## src/rtl/port_speed_pkg.sv

```systemverilog
// constants and carrier types for the downstream port speed negotiator
// assumes a single 100 MHz system clock; line levels arrive from a transceiver
// What this block does
// - idle line with positive data high means a full-speed peripheral
// - idle line with negative data high means a low-speed peripheral
// - port serves low and full speed, high speed when high-speed capable, superspeed when superspeed capable
// - report negotiated rate: low, full, high speed, or superspeed
// - high-speed port seeing full speed drives reset, then watches for chirp K
// - no chirp K after reset means stay at full speed
// - on chirp K answer with alternating chirp K and chirp J pairs
// - short spurious chirp K during handshake is ignored
// - transmitter checks far receiver termination before superspeed traffic
// - no termination found means fall back to the USB 2.0 channel
// - termination found means link training, then U0 before data
package port_speed_pkg;

    // clock period in ns
    localparam int CLK_PERIOD_NS = 10;
    // idle debounce before a speed is taken from the line
    localparam int IDLE_SETTLE_NS = 2500;
    localparam int IDLE_SETTLE_CYC = (IDLE_SETTLE_NS + CLK_PERIOD_NS - 1) / CLK_PERIOD_NS;
    // a chirp K shorter than this is a glitch
    localparam int CHIRP_MIN_NS = 2500;
    localparam int CHIRP_MIN_CYC = (CHIRP_MIN_NS + CLK_PERIOD_NS - 1) / CLK_PERIOD_NS;
    // default bounds, overridable at the top except CHIRP_PAIRS_DEF and CNT_W
    localparam int RESET_LEN_DEF = 1000000;
    localparam int CHIRP_WAIT_DEF = 700000;
    localparam int CHIRP_PAIR_DEF = 5000;
    localparam int CHIRP_PAIRS_DEF = 3;
    localparam int TERM_WAIT_DEF = 10000;
    localparam int TRAIN_WAIT_DEF = 1200000;
    localparam int CNT_W = 24;

    // line state codes, D+ in bit 1, D- in bit 0
    localparam logic [1:0] LINE_SE0 = 2'h0;
    localparam logic [1:0] LINE_FS_K = 2'h1;
    localparam logic [1:0] LINE_FS_J = 2'h2;

    // negotiated speed codes
    typedef enum logic [2:0] {
        SPEED_NONE,
        SPEED_LOW,
        SPEED_FULL,
        SPEED_HIGH,
        SPEED_SUPER
    } speed_t;

    // what the port drives onto the data pair
    typedef struct packed {
        logic drive;
        logic [1:0] level;
    } line_drive_t;

    // superspeed channel handshake with the link layer
    typedef struct packed {
        logic term_req;
        logic train_req;
    } ss_ctrl_t;

endpackage

```

## src/rtl/port_speed_negotiation.sv

```systemverilog
// downstream port speed negotiator: usb 2.0 detection, chirp handshake,
// superspeed termination check and training hand-off
// assumes synchronised levels are not guaranteed: line and phy flags are
// resynchronised here; analog termination and training live in the phy
`timescale 1ns/1ps
`default_nettype none

module port_speed_negotiation
    import port_speed_pkg::*;
#(
    parameter int RESET_LEN = RESET_LEN_DEF,
    parameter int CHIRP_WAIT = CHIRP_WAIT_DEF,
    parameter int CHIRP_PAIR = CHIRP_PAIR_DEF,
    parameter int TERM_WAIT = TERM_WAIT_DEF,
    parameter int TRAIN_WAIT = TRAIN_WAIT_DEF,
    parameter bit HS_CAPABLE = 1'b1,
    parameter bit SS_CAPABLE = 1'b1
) (
    input wire logic clk_sys_i,
    input wire logic resetn_i,
    input wire logic dp_i,
    input wire logic dm_i,
    input wire logic term_found_i,
    input wire logic term_done_i,
    input wire logic link_u0_i,
    output logic [1:0] line_out_o,
    output logic line_oe_o,
    output logic hs_term_o,
    output logic term_req_o,
    output logic train_req_o,
    output speed_t speed_o,
    output logic speed_evt_o,
    output logic link_ready_o
);

    // ==========================================================
    // reset release
    // ==========================================================
    logic rst_meta;
    logic rst_n;

    // async assert, synchronous release through two flops
    always_ff @(posedge clk_sys_i or negedge resetn_i) begin
        if (!resetn_i) begin
            rst_meta <= 1'b0;
            rst_n <= 1'b0;
        end else begin
            rst_meta <= 1'b1;
            rst_n <= rst_meta;
        end
    end

    // ==========================================================
    // input synchronisers
    // ==========================================================
    logic [4:0] s1;
    logic [4:0] s2;
    logic [4:0] s3;
    logic [4:0] stable;

    // three stages; a change is taken once stage two and three agree
    always_ff @(posedge clk_sys_i or negedge rst_n) begin
        if (!rst_n) begin
            s1 <= 5'h00;
            s2 <= 5'h00;
            s3 <= 5'h00;
            stable <= 5'h00;
        end else begin
            s1 <= {link_u0_i, term_done_i, term_found_i, dp_i, dm_i};
            s2 <= s1;
            s3 <= s2;
            for (int i = 0; i < 5; i++) begin
                if (s2[i] == s3[i]) begin
                    stable[i] <= s3[i];
                end
            end
        end
    end

    logic [1:0] line;
    assign line = stable[1:0];

    // previous line level, so the settle count can restart on any change
    logic [1:0] line_q;
    always_ff @(posedge clk_sys_i or negedge rst_n) begin
        if (!rst_n) begin
            line_q <= LINE_SE0;
        end else begin
            line_q <= line;
        end
    end

    // ==========================================================
    // negotiation state machine
    // ==========================================================
    typedef enum {
        ST_SS_DETECT,
        ST_SS_TRAIN,
        ST_SUPER,
        ST_WAIT_ATTACH,
        ST_BUS_RESET,
        ST_WAIT_CHIRP,
        ST_CHIRP_PAIRS,
        ST_HIGH,
        ST_FULL,
        ST_LOW
    } state_t;

    state_t state;
    state_t next_state;
    logic [CNT_W-1:0] tmr;
    logic [CNT_W-1:0] glitch;
    logic [3:0] pairs;

    // next-state decisions
    always_comb begin
        next_state = state;
        case (state)
            ST_SS_DETECT: begin
                if (stable[4]) begin
                    next_state = ST_SS_TRAIN;
                end else if (stable[3] || tmr >= CNT_W'(TERM_WAIT)) begin
                    next_state = stable[2] ? ST_SS_TRAIN : ST_WAIT_ATTACH;
                end
            end
            ST_SS_TRAIN: begin
                if (stable[4]) begin
                    next_state = ST_SUPER;
                end else if (tmr >= CNT_W'(TRAIN_WAIT)) begin
                    next_state = ST_WAIT_ATTACH;
                end
            end
            ST_SUPER: begin
                if (!stable[4]) begin
                    next_state = ST_WAIT_ATTACH;
                end
            end
            ST_WAIT_ATTACH: begin
                if (tmr >= CNT_W'(IDLE_SETTLE_CYC)) begin
                    if (line == LINE_FS_J) begin
                        next_state = HS_CAPABLE ? ST_BUS_RESET : ST_FULL;
                    end else if (line == LINE_FS_K) begin
                        next_state = ST_LOW;
                    end
                end
            end
            ST_BUS_RESET: begin
                if (tmr >= CNT_W'(RESET_LEN)) begin
                    next_state = ST_WAIT_CHIRP;
                end
            end
            ST_WAIT_CHIRP: begin
                if (glitch >= CNT_W'(CHIRP_MIN_CYC)) begin
                    next_state = ST_CHIRP_PAIRS;
                end else if (tmr >= CNT_W'(CHIRP_WAIT)) begin
                    next_state = ST_FULL;
                end
            end
            ST_CHIRP_PAIRS: begin
                if (pairs == 4'(CHIRP_PAIRS_DEF) && tmr == '0) begin
                    next_state = ST_HIGH;
                end
            end
            ST_FULL, ST_LOW: begin
                // detach shows as a settled SE0
                if (line == LINE_SE0 && tmr >= CNT_W'(IDLE_SETTLE_CYC)) begin
                    next_state = ST_WAIT_ATTACH;
                end
            end
            ST_HIGH: begin
                next_state = ST_HIGH;
            end
            default: next_state = ST_WAIT_ATTACH;
        endcase
    end

    // state register
    always_ff @(posedge clk_sys_i or negedge rst_n) begin
        if (!rst_n) begin
            state <= ST_SS_DETECT;
        end else if (!SS_CAPABLE && state == ST_SS_DETECT) begin
            state <= ST_WAIT_ATTACH;
        end else begin
            state <= next_state;
        end
    end

    // saturating step; a long wait must never wrap back below its limit
    logic [CNT_W-1:0] tmr_inc;
    assign tmr_inc = (tmr == {CNT_W{1'b1}}) ? tmr : tmr + 1'b1;

    // general timer; also counts settle time in idle states
    always_ff @(posedge clk_sys_i or negedge rst_n) begin
        if (!rst_n) begin
            tmr <= '0;
        end else if (next_state != state) begin
            tmr <= '0;
        end else if (state == ST_CHIRP_PAIRS) begin
            // one half of each pair lasts CHIRP_PAIR cycles
            tmr <= (tmr >= CNT_W'(CHIRP_PAIR - 1)) ? '0 : tmr + 1'b1;
        end else if (state == ST_WAIT_ATTACH) begin
            // any level change or SE0 restarts the settle count
            tmr <= (line != line_q || line == LINE_SE0) ? '0 : tmr_inc;
        end else if (state == ST_FULL || state == ST_LOW) begin
            // only an unbroken SE0 counts towards detach; a bounce starts over
            tmr <= (line == LINE_SE0) ? tmr_inc : '0;
        end else begin
            tmr <= tmr_inc;
        end
    end

    // chirp K must last; short chirps J and glitches reset the run
    always_ff @(posedge clk_sys_i or negedge rst_n) begin
        if (!rst_n) begin
            glitch <= '0;
        end else if (state == ST_WAIT_CHIRP && line == LINE_FS_K) begin
            glitch <= glitch + 1'b1;
        end else begin
            glitch <= '0;
        end
    end

    logic half;
    always_ff @(posedge clk_sys_i or negedge rst_n) begin
        if (!rst_n) begin
            pairs <= 4'h0;
            half <= 1'b0;
        end else if (state != ST_CHIRP_PAIRS) begin
            pairs <= 4'h0;
            half <= 1'b0;
        end else if (tmr == CNT_W'(CHIRP_PAIR - 1)) begin
            half <= ~half;
            if (half && pairs != 4'(CHIRP_PAIRS_DEF)) begin
                pairs <= pairs + 4'h1;
            end
        end
    end

    // ==========================================================
    // line drive and superspeed requests
    // ==========================================================
    // reset as SE0, then alternating K and J
    always_ff @(posedge clk_sys_i or negedge rst_n) begin
        if (!rst_n) begin
            line_oe_o <= 1'b0;
            line_out_o <= LINE_SE0;
            hs_term_o <= 1'b0;
        end else begin
            line_oe_o <= (next_state == ST_BUS_RESET) || (next_state == ST_CHIRP_PAIRS);
            line_out_o <= (next_state == ST_CHIRP_PAIRS && state == ST_CHIRP_PAIRS)
                          ? (half ? LINE_FS_J : LINE_FS_K)
                          : (next_state == ST_CHIRP_PAIRS ? LINE_FS_K : LINE_SE0);
            // terminations on from the chirp pairs onwards and in high speed
            hs_term_o <= (next_state == ST_CHIRP_PAIRS) || (next_state == ST_HIGH);
        end
    end

    always_ff @(posedge clk_sys_i or negedge rst_n) begin
        if (!rst_n) begin
            term_req_o <= 1'b0;
            train_req_o <= 1'b0;
            link_ready_o <= 1'b0;
        end else begin
            term_req_o <= (next_state == ST_SS_DETECT) && SS_CAPABLE;
            train_req_o <= (next_state == ST_SS_TRAIN);
            link_ready_o <= (next_state == ST_SUPER);
        end
    end

    // ==========================================================
    // speed report
    // ==========================================================
    speed_t next_speed;

    always_comb begin
        case (next_state)
            ST_LOW: next_speed = SPEED_LOW;
            ST_FULL, ST_BUS_RESET, ST_WAIT_CHIRP, ST_CHIRP_PAIRS: next_speed = SPEED_FULL;
            ST_HIGH: next_speed = SPEED_HIGH;
            ST_SUPER: next_speed = SPEED_SUPER;
            default: next_speed = SPEED_NONE;
        endcase
    end

    // one pulse per change, fallback included
    always_ff @(posedge clk_sys_i or negedge rst_n) begin
        if (!rst_n) begin
            speed_o <= SPEED_NONE;
            speed_evt_o <= 1'b0;
        end else begin
            speed_o <= next_speed;
            speed_evt_o <= (next_speed != speed_o)
                           || (state == ST_SS_DETECT && next_state == ST_WAIT_ATTACH)
                           || (state == ST_SS_TRAIN && next_state == ST_WAIT_ATTACH);
        end
    end

endmodule // port_speed_negotiation

`default_nettype wire

```

## config.mk

```make
export PLATFORM = sky130hd
export DESIGN_NAME = port_speed_negotiation
export DESIGN_NICKNAME = d
export VERILOG_FILES = /design/src/rtl/port_speed_pkg.sv /design/src/rtl/port_speed_negotiation.sv
export SDC_FILE = /design/constraint.sdc
export NUM_CORES = 1
export LEC_CHECK = 0
export BUFFER_PORTS_ARGS = -buffer_cell sky130_fd_sc_hd__buf_2
export CORE_AREA = 3 3 104 106
export CTS_BUF_LIST = sky130_fd_sc_hd__clkbuf_4 sky130_fd_sc_hd__clkbuf_8 sky130_fd_sc_hd__clkbuf_16
export DETAILED_ROUTE_END_ITERATION = 8
export DIE_AREA = 0 0 107 109
export PLACE_DENSITY = 0.7
export SETUP_SLACK_MARGIN = 0.4
export SYNTH_ARGS = -nofsm -noshare
export SYNTH_HDL_FRONTEND = slang
export SYNTH_SLANG_ARGS = --single-unit
export TNS_END_PERCENT = 50
```

## constraint.sdc

```tcl
create_clock -name clk_sys_i -period 8.5 [get_ports clk_sys_i]
set_input_delay 2.125 -clock clk_sys_i [delete_from_list [all_inputs] [get_ports clk_sys_i]]
set_output_delay 2.125 -clock clk_sys_i [all_outputs]
set_load 0.1 [all_outputs]
```

[After elaboration in Yosys (flattened, before gate mapping)]
Cells that the tools add are included.
Storage, ports and cells
  output and inout port bits: 11
  logic and storage cells: 135
  bits in registers: 120
  input port bits: 7
Cells by class
  muxes and demuxes: 33
  reduce and logical (&&, ||, !) cells: 24
  magnitude comparators: 7
  add/subtract/negate cells: 3
  bitwise gates (word level): 1
  eq/ne operators: 43
Operators with widths (number)
  $mux 32: 13
  $eq 32x3->1 const B: 11
  $eq 32x4->1 const B: 9
  $pmux 32 s9: 1
  $mux 24: 9
  $eq 32x2->1 const B: 5
  $logic_not 32->1: 3
  $eq 32x5->1 const B: 2
  $add 24x1->24 const B: 2
  $ge 24x20->1 const B: 2
  $ge 24x8->1 const B: 2
  $eq 32x1->1 const B: 1
  $ne 32x32->1: 1
  $ne 32x4->1 const B: 1
  $eq 24x13->1 const B: 1
  $eq 24x24->1 const B: 1
  $ge 24x13->1 const B: 1
  $ge 24x14->1 const B: 1
  $ge 24x21->1 const B: 1
  $logic_not 24->1: 1
  $mux 4: 3
  $pmux 3 s4: 1
  $logic_and 1x1->1: 7
  $logic_or 1x1->1: 7
  16 further kinds: 25

[Longest topological paths before layout]
  depth in word-level cells: 11
  depth in mapped cells: 13
  depth with buffers taken out: 12

[Least setup slack after synthesis]
Ideal clock, no wire load.
  kind: register to output
  from: register speed_o[0]
  to: output port speed_o[0]
  stages on the path, launching flop included: 1
  path slack: 5439 ps
  arrival: 936 ps
  path buffers: 0
  required time: 6375 ps
  path through: dfrtp_1
RTL lines
  start, declared: RTL line port_speed_negotiation.sv:31  | output speed_t speed_o,
  start signal, assigned: RTL line port_speed_negotiation.sv:291  | speed_o <= next_speed;
No word-level cell between the ends.

[Worst setup path after layout]
  from: register speed_o[0]
  to: output port speed_o[0]
No word-level cell between the ends.

==> flow_summary.html <==
<table>
<tr><th>Metric</th><th>Value</th></tr>
<tr><th colspan="2">Clock tree</th></tr>
<tr><td>Gates resized, CTS repair</td><td>0</td></tr>
<tr><td>CTS tree</td><td>done</td></tr>
<tr><td>Hold buffers post-CTS</td><td>0</td></tr>
<tr><td>Clock-pin slew reported for the worst setup and hold paths after clock tree synthesis</td><td>0.06 ns</td></tr>
<tr><td>Count of H-tree levels built during CTS</td><td>4</td></tr>
<tr><td>Total clock sinks</td><td>120</td></tr>
<tr><td>Post-CTS setup repair buffer count</td><td>0</td></tr>
<tr><td>Bufs on Longest Clock Path</td><td>2</td></tr>
<tr><td>Library cell used as clock root buffer</td><td>clkbuf_8</td></tr>
<tr><td>Total clock buffers created by CTS</td><td>17</td></tr>
<tr><td>Latest clock arrival within the worst-skew pair</td><td>0.52 ns</td></tr>
<tr><th colspan="2">Timing</th></tr>
<tr><td>Total negative setup slack</td><td>0 ns</td></tr>
<tr><td>Worst slew margin relative to its limit</td><td>32.1%</td></tr>
<tr><td>Count of pins over their slew limit</td><td>0</td></tr>
<tr><td>Worst Clk Skew</td><td>0.00923 ns</td></tr>
<tr><td>Final Critical Period</td><td>3.50 ns</td></tr>
<tr><td>Setup Viol. Count Final</td><td>0</td></tr>
<tr><td>Number of endpoints with negative hold slack in the final report</td><td>0</td></tr>
<tr><td>RSZ-0062 raised after global routing</td><td>false</td></tr>
<tr><td>Tightest Pin Transition</td><td>1.02 ns</td></tr>
<tr><td>Final Cycle Share</td><td>between 40% and 50%</td></tr>
<tr><td>Fmax</td><td>approximately 0.29 GHz</td></tr>
<tr><th colspan="2">Route</th></tr>
<tr><td>1st-pass router iterations</td><td>4</td></tr>
<tr><td>Average routed wire per standard cell</td><td>15.0 um</td></tr>
<tr><td>Total routed wirelength</td><td>roughly 11 mm</td></tr>
<tr><td>Mean number of vias per cell</td><td>5.68</td></tr>
<tr><td>Post-route antenna net violation count</td><td>0</td></tr>
<tr><td>Number of DRC violations after detailed-routing iteration 0</td><td>309</td></tr>
<tr><td>Vias after detailed routing</td><td>approximately 4200</td></tr>
<tr><td>DRC</td><td>0</td></tr>
<tr><th colspan="2">Synth</th></tr>
<tr><td>Number of enable-type register cells in the synthesized netlist</td><td>0</td></tr>
<tr><td>Share of synthesized flip-flops with an asynchronous set or reset</td><td>100%</td></tr>
<tr><td>Syn avg cell area</td><td>10.0 um2</td></tr>
<tr><td>Post-Syn Instances</td><td>548</td></tr>
<tr><td>Count of distinct cell types in the synthesized netlist</td><td>61</td></tr>
<tr><td>Count of yosys warnings during synthesis</td><td>0</td></tr>
<tr><td>Seq/Total Area, Yosys</td><td>54.7%</td></tr>
<tr><td>Cell area after technology mapping</td><td>5490 um2</td></tr>
<tr><td>FF+latch count, synth</td><td>120</td></tr>
<tr><td>Flip-flop cell with the highest count after synthesis</td><td>dfrtp_1</td></tr>
<tr><th colspan="2">Worst setup path</th></tr>
<tr><td>Data arrival time at the worst-slack endpoint</td><td>1.37 ns</td></tr>
<tr><td>Biggest cell delay along the critical path</td><td>0.45 ns</td></tr>
<tr><td>Category of the worst setup path capture point</td><td>primary output</td></tr>
<tr><td>Master of the slowest instance on the critical path</td><td>buf_2</td></tr>
<tr><td>Critical Setup Path Class</td><td>reg2out</td></tr>
<tr><td>Worst Setup Start Kind</td><td>flip-flop</td></tr>
<tr><td>WP data required</td><td>6.38 ns</td></tr>
<tr><td>Gate family responsible for the most delay along the worst path</td><td>buffers and inverters</td></tr>
<tr><td>Critical path cell sequence</td><td>buf_2</td></tr>
<tr><td>Maximum fanout along the worst path</td><td>5</td></tr>
<tr><td>Worst path bufs/invs</td><td>1</td></tr>
<tr><th colspan="2">Placement</th></tr>
<tr><td>Detail Placement HPWL</td><td>7.47 mm</td></tr>
<tr><td>Port buffer count</td><td>17</td></tr>
<tr><td>Final weighted congestion in routability-driven placement</td><td>0.920</td></tr>
<tr><th colspan="2">Floorplanning</th></tr>
<tr><td>Initial standard-cell utilization of the core</td><td>55.7%</td></tr>
<tr><td>Die outline width</td><td>107 um</td></tr>
<tr><td>Std-Cell Core Area</td><td>9860 um2</td></tr>
<tr><td>Floorplan die height</td><td>109 um</td></tr>
<tr><td>Top Ports</td><td>18</td></tr>
<tr><td>Area of the die</td><td>11700 um2</td></tr>
<tr><td>Number of placement rows</td><td>36</td></tr>
<tr><th colspan="2">Job</th></tr>
<tr><td>MaxCap Viol Count</td><td>0</td></tr>
<tr><th colspan="2">Power</th></tr>
<tr><td>IR drop worst, VDD</td><td>0.000176 V</td></tr>
<tr><td>Share of total power in sequential cells</td><td>between 40 and 50%</td></tr>
<tr><td>PwrDens</td><td>211 nW/um2</td></tr>
<tr><td>Lkg Pwr</td><td>2.70 nW</td></tr>
<tr><td>Clock Power Share</td><td>between 50% and 60%</td></tr>
<tr><td>Net load switching power</td><td>295 uW</td></tr>
<tr><td>Int Power</td><td>1.05 mW</td></tr>
<tr><td>Switching part of the total</td><td>21.9%</td></tr>
<tr><td>Proportion of power drawn by combinational gates</td><td>1.4%</td></tr>
<tr><th colspan="2">Final layout</th></tr>
<tr><td>Layout cell share with drive strength beyond 1</td><td>about a tenth</td></tr>
<tr><td>Final standard cell utilization of the core</td><td>64.5%</td></tr>
<tr><td>Layout net count</td><td>about 600</td></tr>
<tr><td>Register cell area after layout</td><td>between 3000 and 4000 um2</td></tr>
<tr><td>Area of the multi-input gates</td><td>approximately 2400 um2</td></tr>
<tr><td>Fill cells</td><td>807</td></tr>
<tr><td>Number of antenna cells inserted</td><td>0</td></tr>
<tr><td>Area growth from synthesis to final layout</td><td>15.8%</td></tr>
<tr><th colspan="2">Global route</th></tr>
<tr><td>Maximum number of pins on one net before global-route repair</td><td>84</td></tr>
<tr><td>First-pass GRT wire length</td><td>~19 mm</td></tr>
<tr><td>Residual overflow from global routing</td><td>0</td></tr>
<tr><td>Global Route Usage Sum</td><td>21.0%</td></tr>
<tr><td>Number of global-route vias before repair</td><td>4051</td></tr>
<tr><td>Antenna violations before repair</td><td>0</td></tr>
<tr><th colspan="2">Status</th></tr>
<tr><td>Run status</td><td>completed</td></tr>
<tr><th colspan="2">Worst hold path</th></tr>
<tr><td>Type of the tightest min-delay check</td><td>reg2async</td></tr>
</table>
[routing by layer]
| layer | vias up | routed length (um) | track usage [%] |
|---|---|---|---|
| li1 | 1984 | - | - |
| met1 | 2032 | 5130 | 28.5 |
| met2 | 121 | 5150 | 32.6 |
| met3 | 19 | 534 | 5.15 |
| met4 | 0 | 201 | 8.95 |
| met5 | - | 0 | 0 |
[stage by stage]
step | setup WS [ns] | power [mW] | instance area [um2] | hold WS (ns) | cells
6_report | 5.00 | 1.35 | 6360 | 0.271 | 732
5_1_grt | 4.85 | 1.39 | 6360 | 0.314 | 732
4_1_cts | 4.97 | 1.36 | 6360 | 0.297 | 732
3_5_place_dp | 5.12 | 0.627 | 5750 | 0.297 | 700
3_3_place_gp | 5.18 | 0.626 | 5750 | 0.280 | 700
2_1_floorplan | 4.91 | 0.619 | 5590 | 0.331 | 575
[worst paths after layout]
kind | startpoint | end | slack, ns | cells after the start
max in group asynchronous | rst_n | pairs[2] | 6.85 | 1
min | rst_n | state[19] | 0.27 | 0
min reg2reg | rst_n | state[19] | 0.27 | 0
min in group clk_sys_i | s1[3] | s2[3] | 0.35 | 0
max | speed_o[0] | speed_o[0] | 5.00 | 1
max reg2reg | tmr[19] | tmr[18] | 5.01 | 8
[cells in the final DEF (no fill, tap or decap), drive strengths merged, types with 3 or more instances in the layout]
master  synthesis  routed
buf             6      18
a21o            3       3
nand2          52      52
nor4           20      20
nand3          35      35
maj3            5       5
and4            4       4
dfrtp         120     120
a211o           4       4
a21oi          29      29
nor3           20      20
bufinv          0       3
nand4           9       9
nor2b           3       3
conb            2      29
inv            13      19
clkbuf         20      18
clkinv          0       3
xnor2          24      24
xor2           19      19
ha              5       5
a31oi           3       3
o21ai          22      22
or4             3       3
nor2           60      60
or3            11      11
and2            3       3
and3           12      12
[flip-flops by register name, summed over array words and instances, names as in the netlist, 2 cells and up]
name / cells
tmr: 24
line_q: 2
s1: 5
s2: 5
glitch: 24
line_out_o: 2
state: 32
pairs: 4
s3: 5
speed_o: 3
stable: 5
[cell families after synthesis]
logic type	after synthesis	synth area share (%)
simple gates	248	23.6
flops	120	54.7
compound gates	85	9.71
xor+xnor	43	6.86
buf+inv	39	2.80
fa+ha+maj	10	2.05
other cells	2	0.137
mux	1	0.182
[cell usage after synthesis (2+ instances only)]
cell / instances / area [um2]
o211ai_1: 2 / 15.0
nor3b_1: 2 / 15.0
conb_1: 2 / 7.51
and3_1: 12 / 75.1
nand3_1: 34 / 170
nand2_1: 52 / 195
clkbuf_1: 20 / 75.1
xnor2_1: 24 / 210
o21ai_0: 20 / 100
a21oi_1: 29 / 145
nand3b_1: 2 / 15.0
o31a_1: 2 / 17.5
nor4_1: 19 / 119
maj3_1: 5 / 50.1
a211o_1: 4 / 35.0
dfrtp_1: 120 / 3000
a21o_1: 3 / 22.5
a31oi_1: 3 / 18.8
nand4_1: 9 / 56.3
xor2_1: 19 / 166
ha_1: 5 / 62.6
o31ai_1: 2 / 15.0
and3b_1: 2 / 17.5
nor2b_1: 3 / 18.8
a2111oi_0: 2 / 17.5
and4_1: 4 / 35.0
o22ai_1: 2 / 12.5
o221ai_1: 2 / 17.5
a21boi_0: 2 / 15.0
and2_1: 3 / 18.8
or4_1: 3 / 22.5
o21ai_1: 2 / 10.0
or3_1: 11 / 68.8
nor4bb_1: 2 / 20.0
buf_2: 6 / 30.0
nor2_1: 59 / 221
nor3_1: 19 / 95.1
inv_1: 13 / 48.8
[power by group through the flow]
stage          sequential (mW)  combinational [mW]  clock (mW)
6_report                 0.597              0.0192       0.729
2_1_floorplan            0.608              0.0107           0
3_5_place_dp             0.608              0.0196           0
3_3_place_gp             0.607              0.0190           0
5_1_grt                  0.600              0.0229       0.772
4_1_cts                  0.598              0.0196       0.745
[layout make-up]
class / instances / area share, %
tap: 133 / 2.62
clock inverter: 14 / 2.97
sequential: 120 / 47.3
clock buffer: 18 / 6.63
inverter: 13 / 0.767
multi-input combinational: 416 / 38.3
timing repair buffer: 18 / 1.46
(Power assumes the default switching activity.)
